`src/hw/dsadc_defs.svh`:
```
// Register offsets, field positions, reset values and timing counts of the converter sequencer
`ifndef DSADC_DEFS_SVH
`define DSADC_DEFS_SVH

`define ADDR_COUNT_LOW      8'hF7
`define ADDR_COUNT_MID      8'hF8
`define ADDR_COUNT_HIGH     8'hF9
`define ADDR_COUNT_MSB_POL  8'hFA
`define ADDR_READ_VALIDITY  8'hFB
`define ADDR_DONE_FLAG      8'hC4
`define ADDR_DONE_MASK      8'hC8
`define ADDR_RESOLUTION     8'hF3
`define ADDR_MODE_SELECT    8'hF4
`define ADDR_RUN            8'hF6

`define BIT_RUN             3
`define BIT_DONE_MASK       2
`define BIT_DONE_FLAG       0
`define BIT_READ_INVALID    0
`define BIT_POLARITY        1
`define BIT_COUNT_MSB       0

`define RST_NIBBLE          4'h0
`define RST_COUNT           13'h0000

`define RES_COUNT_0         13'd6552
`define RES_COUNT_1         13'd3276
`define RES_COUNT_2         13'd1638
`define RES_COUNT_3         13'd820

`define REF_CLK_HZ          50000000
`define SLOW_CLK_HZ         32768
`define SLOW_DIV_CYCLES     (`REF_CLK_HZ / `SLOW_CLK_HZ)

`endif

```
`src/hw/dsadc_pkg.sv`:
```
// Types shared by the converter sequencer
package dsadc_pkg;

	typedef enum logic [3:0] {
		ST_IDLE      = 4'b0001,
		ST_AUTO_ZERO = 4'b0010,
		ST_INPUT_INT = 4'b0100,
		ST_REVERSE   = 4'b1000
	} phase_e;

	typedef enum logic [1:0] {
		MODE_VOLTAGE    = 2'h0,
		MODE_DIFF_LOW   = 2'h1,
		MODE_DIFF_HIGH  = 2'h2,
		MODE_RESISTANCE = 2'h3
	} meas_mode_e;

	typedef struct packed {
		logic [7:0] addr;
		logic [3:0] wdata;
		logic       wr;
		logic       rd;
	} bus_req_s;

	typedef struct packed {
		logic int_plus_ground;
		logic int_plus_ain0;
		logic int_plus_ain2;
		logic ref_voltage;
		logic ref_resistance;
		logic ain4_drive;
		logic ref_negative;
		logic auto_zero_sw;
		logic input_sw;
		logic reverse_sw;
		logic power_on;
	} analog_ctrl_s;

endpackage

```
`src/hw/dual_slope_adc_sequencer.sv`:
```
// Dual-slope converter sequencer with nibble register port
`timescale 1ns/100ps
`default_nettype none
`include "dsadc_defs.svh"

module dual_slope_adc_sequencer
#(
	parameter int SLOW_DIV = `SLOW_DIV_CYCLES
)
(
	input  wire logic                    ref_clk,
	input  wire logic                    rst,
	input  wire logic [7:0]              addr,
	input  wire logic [3:0]              wdata,
	input  wire logic                    wr,
	input  wire logic                    rd,
	output logic [3:0]                   rdata,
	input  wire logic                    comparator_pos,
	output logic                         irq,
	output dsadc_pkg::analog_ctrl_s      analog_ctrl
);
	import dsadc_pkg::*;

	// ----------------------------------------
	// State
	// ----------------------------------------
	typedef struct packed {
		logic [2:0]   cmp_sync;
		logic         cmp_filt;
		logic [15:0]  div_cnt;
		logic         tick;
		phase_e       phase;
		logic [12:0]  phase_cnt;
		logic [12:0]  count;
		logic         neg_ref;
		logic [12:0]  latch;
		logic         polarity;
		logic         run;
		logic         done_flag;
		logic         done_mask;
		logic [1:0]   resolution;
		logic [3:0]   mode_sel;
		logic [2:0]   read_step;
		logic         read_invalid;
		logic [3:0]   rdata;
		logic         irq;
		analog_ctrl_s actl;
	} state_s;

	state_s state_reg;
	state_s state_next;
	logic [12:0] full_scale;
	logic [12:0] half_scale;
	logic        cmp_pos;
	logic        conv_done;
	logic        run_start;
	meas_mode_e  mode;

	// ----------------------------------------
	// Resolution and mode decode
	// ----------------------------------------
	always_comb
	begin
		case (state_reg.resolution)
			2'h0: full_scale = `RES_COUNT_0;
			2'h1: full_scale = `RES_COUNT_1;
			2'h2: full_scale = `RES_COUNT_2;
			default: full_scale = `RES_COUNT_3;
		endcase
		half_scale = {1'b0, full_scale[12:1]};
		if (state_reg.mode_sel[3] || state_reg.mode_sel[2])
			mode = MODE_RESISTANCE;
		else if (state_reg.mode_sel[1])
			mode = MODE_DIFF_HIGH;
		else if (state_reg.mode_sel[0])
			mode = MODE_DIFF_LOW;
		else
			mode = MODE_VOLTAGE;
	end

	assign cmp_pos = state_reg.cmp_filt;

	// ----------------------------------------
	// Next state
	// ----------------------------------------
	always_comb
	begin
		state_next = state_reg;
		conv_done = 1'b0;
		run_start = wr && (addr == `ADDR_RUN) && wdata[`BIT_RUN];

		// Comparator input synchroniser
		state_next.cmp_sync = {state_reg.cmp_sync[1:0], comparator_pos};
		// Level accepted once second and third stages agree
		if (state_reg.cmp_sync[2] == state_reg.cmp_sync[1])
			state_next.cmp_filt = state_reg.cmp_sync[2];

		// Slow clock enable
		state_next.tick = 1'b0;
		if (state_reg.div_cnt >= 16'(SLOW_DIV - 1))
		begin
			state_next.div_cnt = 16'h0000;
			state_next.tick = 1'b1;
		end
		else
			state_next.div_cnt = state_reg.div_cnt + 16'h0001;

		// Conversion sequence
		if (state_reg.tick && state_reg.run)
		begin
			case (state_reg.phase)
				ST_AUTO_ZERO:
				begin
					if (state_reg.phase_cnt >= full_scale - 13'h0001)
					begin
						state_next.phase = ST_INPUT_INT;
						state_next.phase_cnt = 13'h0000;
					end
					else
						state_next.phase_cnt = state_reg.phase_cnt + 13'h0001;
				end
				ST_INPUT_INT:
				begin
					state_next.neg_ref = cmp_pos;
					if (state_reg.phase_cnt >= half_scale - 13'h0001)
					begin
						state_next.phase = ST_REVERSE;
						state_next.phase_cnt = 13'h0000;
						state_next.count = `RST_COUNT;
					end
					else
						state_next.phase_cnt = state_reg.phase_cnt + 13'h0001;
				end
				ST_REVERSE:
				begin
					if (cmp_pos != state_reg.neg_ref || state_reg.count >= full_scale)
					begin
						conv_done = 1'b1;
						state_next.phase = ST_AUTO_ZERO;
						state_next.phase_cnt = 13'h0000;
					end
					else
						state_next.count = state_reg.count + 13'h0001;
				end
				default:
				begin
					state_next.phase = ST_AUTO_ZERO;
					state_next.phase_cnt = 13'h0000;
				end
			endcase
		end

		// Result latch and ordered-read monitor
		if (conv_done)
		begin
			state_next.latch = state_reg.count;
			state_next.polarity = state_reg.neg_ref;
			if (state_reg.read_step != 3'h0)
				state_next.read_invalid = 1'b1;
			state_next.read_step = 3'h1;
		end

		// Register reads
		state_next.rdata = `RST_NIBBLE;
		if (rd)
		begin
			if (addr == `ADDR_COUNT_LOW)
			begin
				state_next.rdata = state_reg.latch[3:0];
				if (!conv_done)
				begin
					state_next.read_step = 3'h2;
					state_next.read_invalid = 1'b0;
				end
			end
			else if (addr == `ADDR_COUNT_MID)
			begin
				state_next.rdata = state_reg.latch[7:4];
				if (!conv_done && state_reg.read_step == 3'h2)
					state_next.read_step = 3'h3;
			end
			else if (addr == `ADDR_COUNT_HIGH)
			begin
				state_next.rdata = state_reg.latch[11:8];
				if (!conv_done && state_reg.read_step == 3'h3)
					state_next.read_step = 3'h4;
			end
			else if (addr == `ADDR_COUNT_MSB_POL)
			begin
				state_next.rdata[`BIT_COUNT_MSB] = state_reg.latch[12];
				state_next.rdata[`BIT_POLARITY] = state_reg.polarity;
				if (!conv_done && state_reg.read_step == 3'h4)
					state_next.read_step = 3'h0;
			end
			else if (addr == `ADDR_READ_VALIDITY)
				state_next.rdata[`BIT_READ_INVALID] = state_reg.read_invalid;
			else if (addr == `ADDR_DONE_FLAG)
			begin
				state_next.rdata[`BIT_DONE_FLAG] = state_reg.done_flag;
				state_next.done_flag = 1'b0;
			end
			else if (addr == `ADDR_DONE_MASK)
				state_next.rdata[`BIT_DONE_MASK] = state_reg.done_mask;
			else if (addr == `ADDR_RESOLUTION)
				state_next.rdata[1:0] = state_reg.resolution;
			else if (addr == `ADDR_MODE_SELECT)
				state_next.rdata = state_reg.mode_sel;
			else if (addr == `ADDR_RUN)
				state_next.rdata[`BIT_RUN] = state_reg.run;
		end

		// Done flag: set wins over read clear
		if (conv_done)
			state_next.done_flag = 1'b1;

		// Register writes
		if (wr)
		begin
			if (addr == `ADDR_DONE_MASK)
				state_next.done_mask = wdata[`BIT_DONE_MASK];
			else if (addr == `ADDR_RESOLUTION)
				state_next.resolution = wdata[1:0];
			else if (addr == `ADDR_MODE_SELECT)
				state_next.mode_sel = wdata;
			else if (addr == `ADDR_RUN)
			begin
				state_next.run = wdata[`BIT_RUN];
				if (run_start)
				begin
					state_next.phase = ST_AUTO_ZERO;
					state_next.phase_cnt = 13'h0000;
					state_next.count = `RST_COUNT;
				end
				else
					state_next.phase = ST_IDLE;
			end
		end

		state_next.irq = state_next.done_flag && state_next.done_mask;

		// Analog switch and reference control
		state_next.actl.power_on = state_next.run;
		state_next.actl.int_plus_ground = (mode == MODE_VOLTAGE) ||
			(mode == MODE_RESISTANCE);
		state_next.actl.int_plus_ain0 = (mode == MODE_DIFF_LOW);
		state_next.actl.int_plus_ain2 = (mode == MODE_DIFF_HIGH);
		state_next.actl.ref_voltage = (mode != MODE_RESISTANCE);
		state_next.actl.ref_resistance = (mode == MODE_RESISTANCE);
		state_next.actl.ain4_drive = (mode == MODE_RESISTANCE) && state_next.run;
		state_next.actl.ref_negative = state_next.neg_ref;
		state_next.actl.auto_zero_sw = state_next.run && (state_next.phase == ST_AUTO_ZERO);
		state_next.actl.input_sw = state_next.run && (state_next.phase == ST_INPUT_INT);
		state_next.actl.reverse_sw = state_next.run && (state_next.phase == ST_REVERSE);
	end

	// ----------------------------------------
	// Registers
	// ----------------------------------------
	always_ff @(posedge ref_clk or posedge rst)
	begin
		if (rst)
		begin
			state_reg <= '0;
			state_reg.phase <= ST_IDLE;
		end
		else
			state_reg <= state_next;
	end

	assign rdata = state_reg.rdata;
	assign irq = state_reg.irq;
	assign analog_ctrl = state_reg.actl;

endmodule
`default_nettype wire

```
`config.mk`:
```
export PLATFORM = sky130hd
export DESIGN_NAME = dual_slope_adc_sequencer
export DESIGN_NICKNAME = d
export VERILOG_FILES = /design/src/hw/dsadc_pkg.sv /design/src/hw/dual_slope_adc_sequencer.sv
export VERILOG_INCLUDE_DIRS = /design/src /design/src/hw
export SDC_FILE = /design/constraint.sdc
export NUM_CORES = 1
export LEC_CHECK = 0
export ABC_AREA = 1
export BUFFER_PORTS_ARGS = -buffer_cell sky130_fd_sc_hd__buf_2
export CELL_PAD_IN_SITES_DETAIL_PLACEMENT = 1
export CELL_PAD_IN_SITES_GLOBAL_PLACEMENT = 1
export CORE_ASPECT_RATIO = 1.4
export CORE_MARGIN = 2
export CORE_UTILIZATION = 49
export DETAILED_ROUTE_END_ITERATION = 8
export PLACE_DENSITY_LB_ADDON = 0.1
export SLEW_MARGIN = 20
export SYNTH_ARGS = -nofsm -noshare
export SYNTH_HDL_FRONTEND = slang
export SYNTH_SLANG_ARGS = --single-unit
```
`constraint.sdc`:
```
create_clock -name ref_clk -period 8 [get_ports ref_clk]
set_clock_uncertainty 0.2 [all_clocks]
set_input_delay 1.6 -clock ref_clk [delete_from_list [all_inputs] [get_ports ref_clk]]
set_output_delay 1.6 -clock ref_clk [all_outputs]
set_load 0.05 [all_outputs]
```
Yosys cells after proc, flatten, opt, wreduce, memory -nomap -nowiden
Cells that the tools add are included.

Bits in registers: 93. Input port bits: 17. Output and inout bits: 16. Logic and storage cells: 162.

Add/subtract/negate cells: 5. $lt $le $gt $ge: 4. Equal/unequal tests: 27. Mux-type cells: 75. Bitwise operators: 2. Reduce and logical (&&, ||, !) cells: 21.

Operators with widths (count): 30-bit two-way mux (5); 8-bit equality test (second input constant) (10); 13-bit two-way mux (4); 17-bit case mux with 3 select lines (1); 13-bit >= comparator (3); 13-bit case mux with 3 select lines (1); 4-bit two-way mux (9); 31-bit two-way mux (1); 3-bit two-way mux (10); 1-bit two-way mux (28); 13-bit by 1-bit adder with 13-bit output (second input constant) (2); 26-bit two-way mux (1); 13-bit case mux with 2 select lines (1); 2-bit two-way mux (9); 17-bit two-way mux (1); 16-bit by 1-bit adder with 16-bit output (second input constant) (1); 16-bit by 11-bit >= comparator with 1-bit output (second input constant) (1); 16-bit two-way mux (1); 12-bit by 1-bit subtractor with 13-bit output (second input constant) (1); 13-bit by 1-bit subtractor with 13-bit output (second input constant) (1); 1-bit logical AND (11); 4-bit by 2-bit equality test with 1-bit output (second input constant) (2); 4-bit by 3-bit equality test with 1-bit output (second input constant) (2); 4-bit equality test (second input constant) (2); 18 further kinds (26).

Longest topological paths before layout
Depth in word-level cells: 15. Gate-level depth with buffers: 21. Depth with buffers taken out: 21.

Least setup slack after synthesis
OpenSTA, ideal clock, no wires.

Kind: input port to flip-flop. Start: input port addr[0]. End: register state_reg, in the netlist analog_ctrl[3]. Library setup time: 0.114 ns. Arrival: 2.805 ns. Data required time: 7.686 ns. Setup slack: 4.881 ns. Stages on the path: 12. Buffers on the path: 1. Path through: buf_4 > nor2_2 > nand2_1 > nor2_1 > nor2_1 > nand2_1 > nor2_2 > nand3_1 > inv_1 > or2_2 > nand2_1 > nor2_1.

RTL lines: start: declaration (RTL line dual_slope_adc_sequencer.sv:13) `input wire logic [7:0] addr,`; end signal: assignment (RTL line dual_slope_adc_sequencer.sv:267) `state_reg <= state_next;`; end: declaration (RTL line dual_slope_adc_sequencer.sv:50) `state_s state_reg;`.

==> metrics <==
Via-to-Cell Ratio=5.566; Mapped Cells=827; CP peak stage delay=0.51 ns; hold crit path type=flip-flop to flip-flop; post-synth cell types=45; clk_lat worst skew=0.35 ns; Final Slew Violations=0; pin count of the biggest net entering global routing=48; vias in the first global route=6187; Synth area leaders=dfrtp_1 38%, nand2_1 13%, ha_1 10%; DRT iter0 DRCs=187; fin nets=919; Final Hold Viols=0; Largest register FFs=74; GP Congestion=0.8705; Die Ht=136.3 um; hold buffers post-CTS=0; antenna diode count=0; CP endpoint kind=flip-flop; RSZ-0062 raised after global routing=false; VDD IR max=0.0001287 V; final instance count without filler cells=1006; crit path DAT=3.57 ns; WL per Instance=18.06 um; slowest CP cell=nor3b_4; placed instance count=991; Max Fclk=283.9 MHz; Initial Utilization=0.4999; Area growth syn-to-layout=7.967%; type of the worst setup path=flip-flop to flip-flop; TritonCTS Buffers=9; Slew @ Worst Pin=0.6630 ns; Final Cycle Share=0.4403; max cap viols=0; DRC=0; Antenna Nets Post-Route=0; # clock sinks=93; CP Launch Point=state_reg[24]; relative slew slack=0.5580; PD cells=197.0 nW/um2; CTS resizes=0; flop2flop setup slack=4.48 ns; Seq cells post-synth=93; die width=98.49 um; CTS max path bufs=2; Total GRT Usage=0.2863; Leak=3.375 nW; sequential element share of the synthesized area=0.3802; CTS tree=built; final wirelength=18170 um; Pre-antenna DRT Iters=4; first-pass GRT wire length=30260 um; r2r startpoint=state_reg[24]; GRT overflow=0; crit path launch type=flip-flop; die area=13420 um2; worst hold path endpoint=state_next[94]; htree depth=3; Mapped Avg Cell Area=7.406 um2; most frequent CP cell=nand2_1; cell family with most CP delay=simple AND/OR/NAND/NOR gates; final core utilization=0.5397; share of cells above drive strength 1=0.07944; core area=12250 um2; most frequent cells in the layout=214 x nand2_1, 123 x inv_1, 92 x dfrtp_1; HPWL after DPL=14060 um; number of flops mapped to enable cells by yosys=0; setup bufs post-CTS=0; status=finished clean; # IOs=33; share of the synthesized area in the top cell type=0.3759; Max FO, Critical Path=9; Clock Pin Slew Worst Setup and Hold Paths=0.07 ns; Hold WS=0.1642 ns; Synth Cell Area=6125 um2; dpl ws=4.251 ns; Req. time, crit path=8.04 ns; row count=48; design area=6613 um2; worst setup margin=4.478 ns; worst path buffer plus inverter count=0; Worst R2R Path Depth=13; Worst Min Path Start=state_next[93]; DP Area=6319 um2; Root Driver=clkbuf_16; CP cell instances=ha_1, o21bai_1, ha_1, a21oi_1, nand3_1, nor3b_4, nand3_1, nand2_1, nand2_1, nand2_1, nand2_1, nand2_1, nor2_1; DR vias=5599; WHS Path Cells=0; initial antenna violation count=0; Port Buf Inserts=32; Worst R2R End=analog_ctrl[3]; setup violators final=0; Synth Flop Type=dfrtp_1; synthesis warning total=0; Tot Pwr=1.303 mW; ys async rst share=1.000; Synth area leader=dfrtp_1; Fin Setup TNS=0 ns; post-layout min period=3.522 ns; commonest non-fill, non-tap cell in the layout=nand2_1
layout make-up:
class / instances / area [um2]
Fill cell: 1632 / 5639
Clock inverter: 6 / 68.82
Clock buffer: 9 / 225.2
Multi-Input combinational cell: 585 / 3133
Tap cell: 150 / 187.7
Inverter: 129 / 494.2
Timing Repair Buffer: 34 / 175.2
Sequential cell: 93 / 2328
per-layer routing:
metal / GRT usage / vias to the layer above / wire (um) / share of wire
met1: 0.3035 / 2746 / 6960 / 0.38
met4: 0.1728 / 0 / 1086 / 0.060
li1: - / 2689 / - / -
met2: 0.5314 / 103 / 9634 / 0.53
met3: 0.04062 / 61 / 490 / 0.027
met5: 0 / - / 0 / 0
worst max path at each step:
| stage | to | cells after the start |
|---|---|---|
| 3_3_place_gp | analog_ctrl[3] | 11 |
| 3_5_place_dp | state_reg[48] | 9 |
| 2_1_floorplan | analog_ctrl[0] | 1 |
| 4_1_cts | state_reg[30] | 15 |
| 6_report | analog_ctrl[3] | 13 |
| 5_1_grt | state_reg[52] | 17 |
worst register-to-register path, delay by kind of cell (launching register included):
family	cells	cell delay, ns
compound gates	2	0.51
fa+ha+maj	2	0.59
flops	1	0.46
simple gates	9	1.65
cells in the mapped netlist (4+ instances only):
master	n
o21ai_0	37
nor3_1	19
ha_1	50
buf_4	17
nor2_1	81
buf_6	4
a21oi_1	43
nand3_1	56
dfrtp_1	92
inv_1	124
o221ai_1	4
nand2_1	214
xor2_1	14
nand4_1	21
where the power goes:
part / switching, mW / internal (mW)
Clock: 0.196 / 0.244
Sequential: 0.0544 / 0.501
Combinational: 0.204 / 0.104
Total: 0.454 / 0.849
cell families after synthesis:
family,synth area share
AO/OA/AOI/OAI,0.09173
XOR/XNOR,0.02288
adder cells (fa/ha/maj),0.1038
buffers and inverters,0.1107
flip-flops,0.3802
other,0.0006123
AND/OR/NAND/NOR,0.2901
No activity file was read; power rests on OpenSTA's default activity.
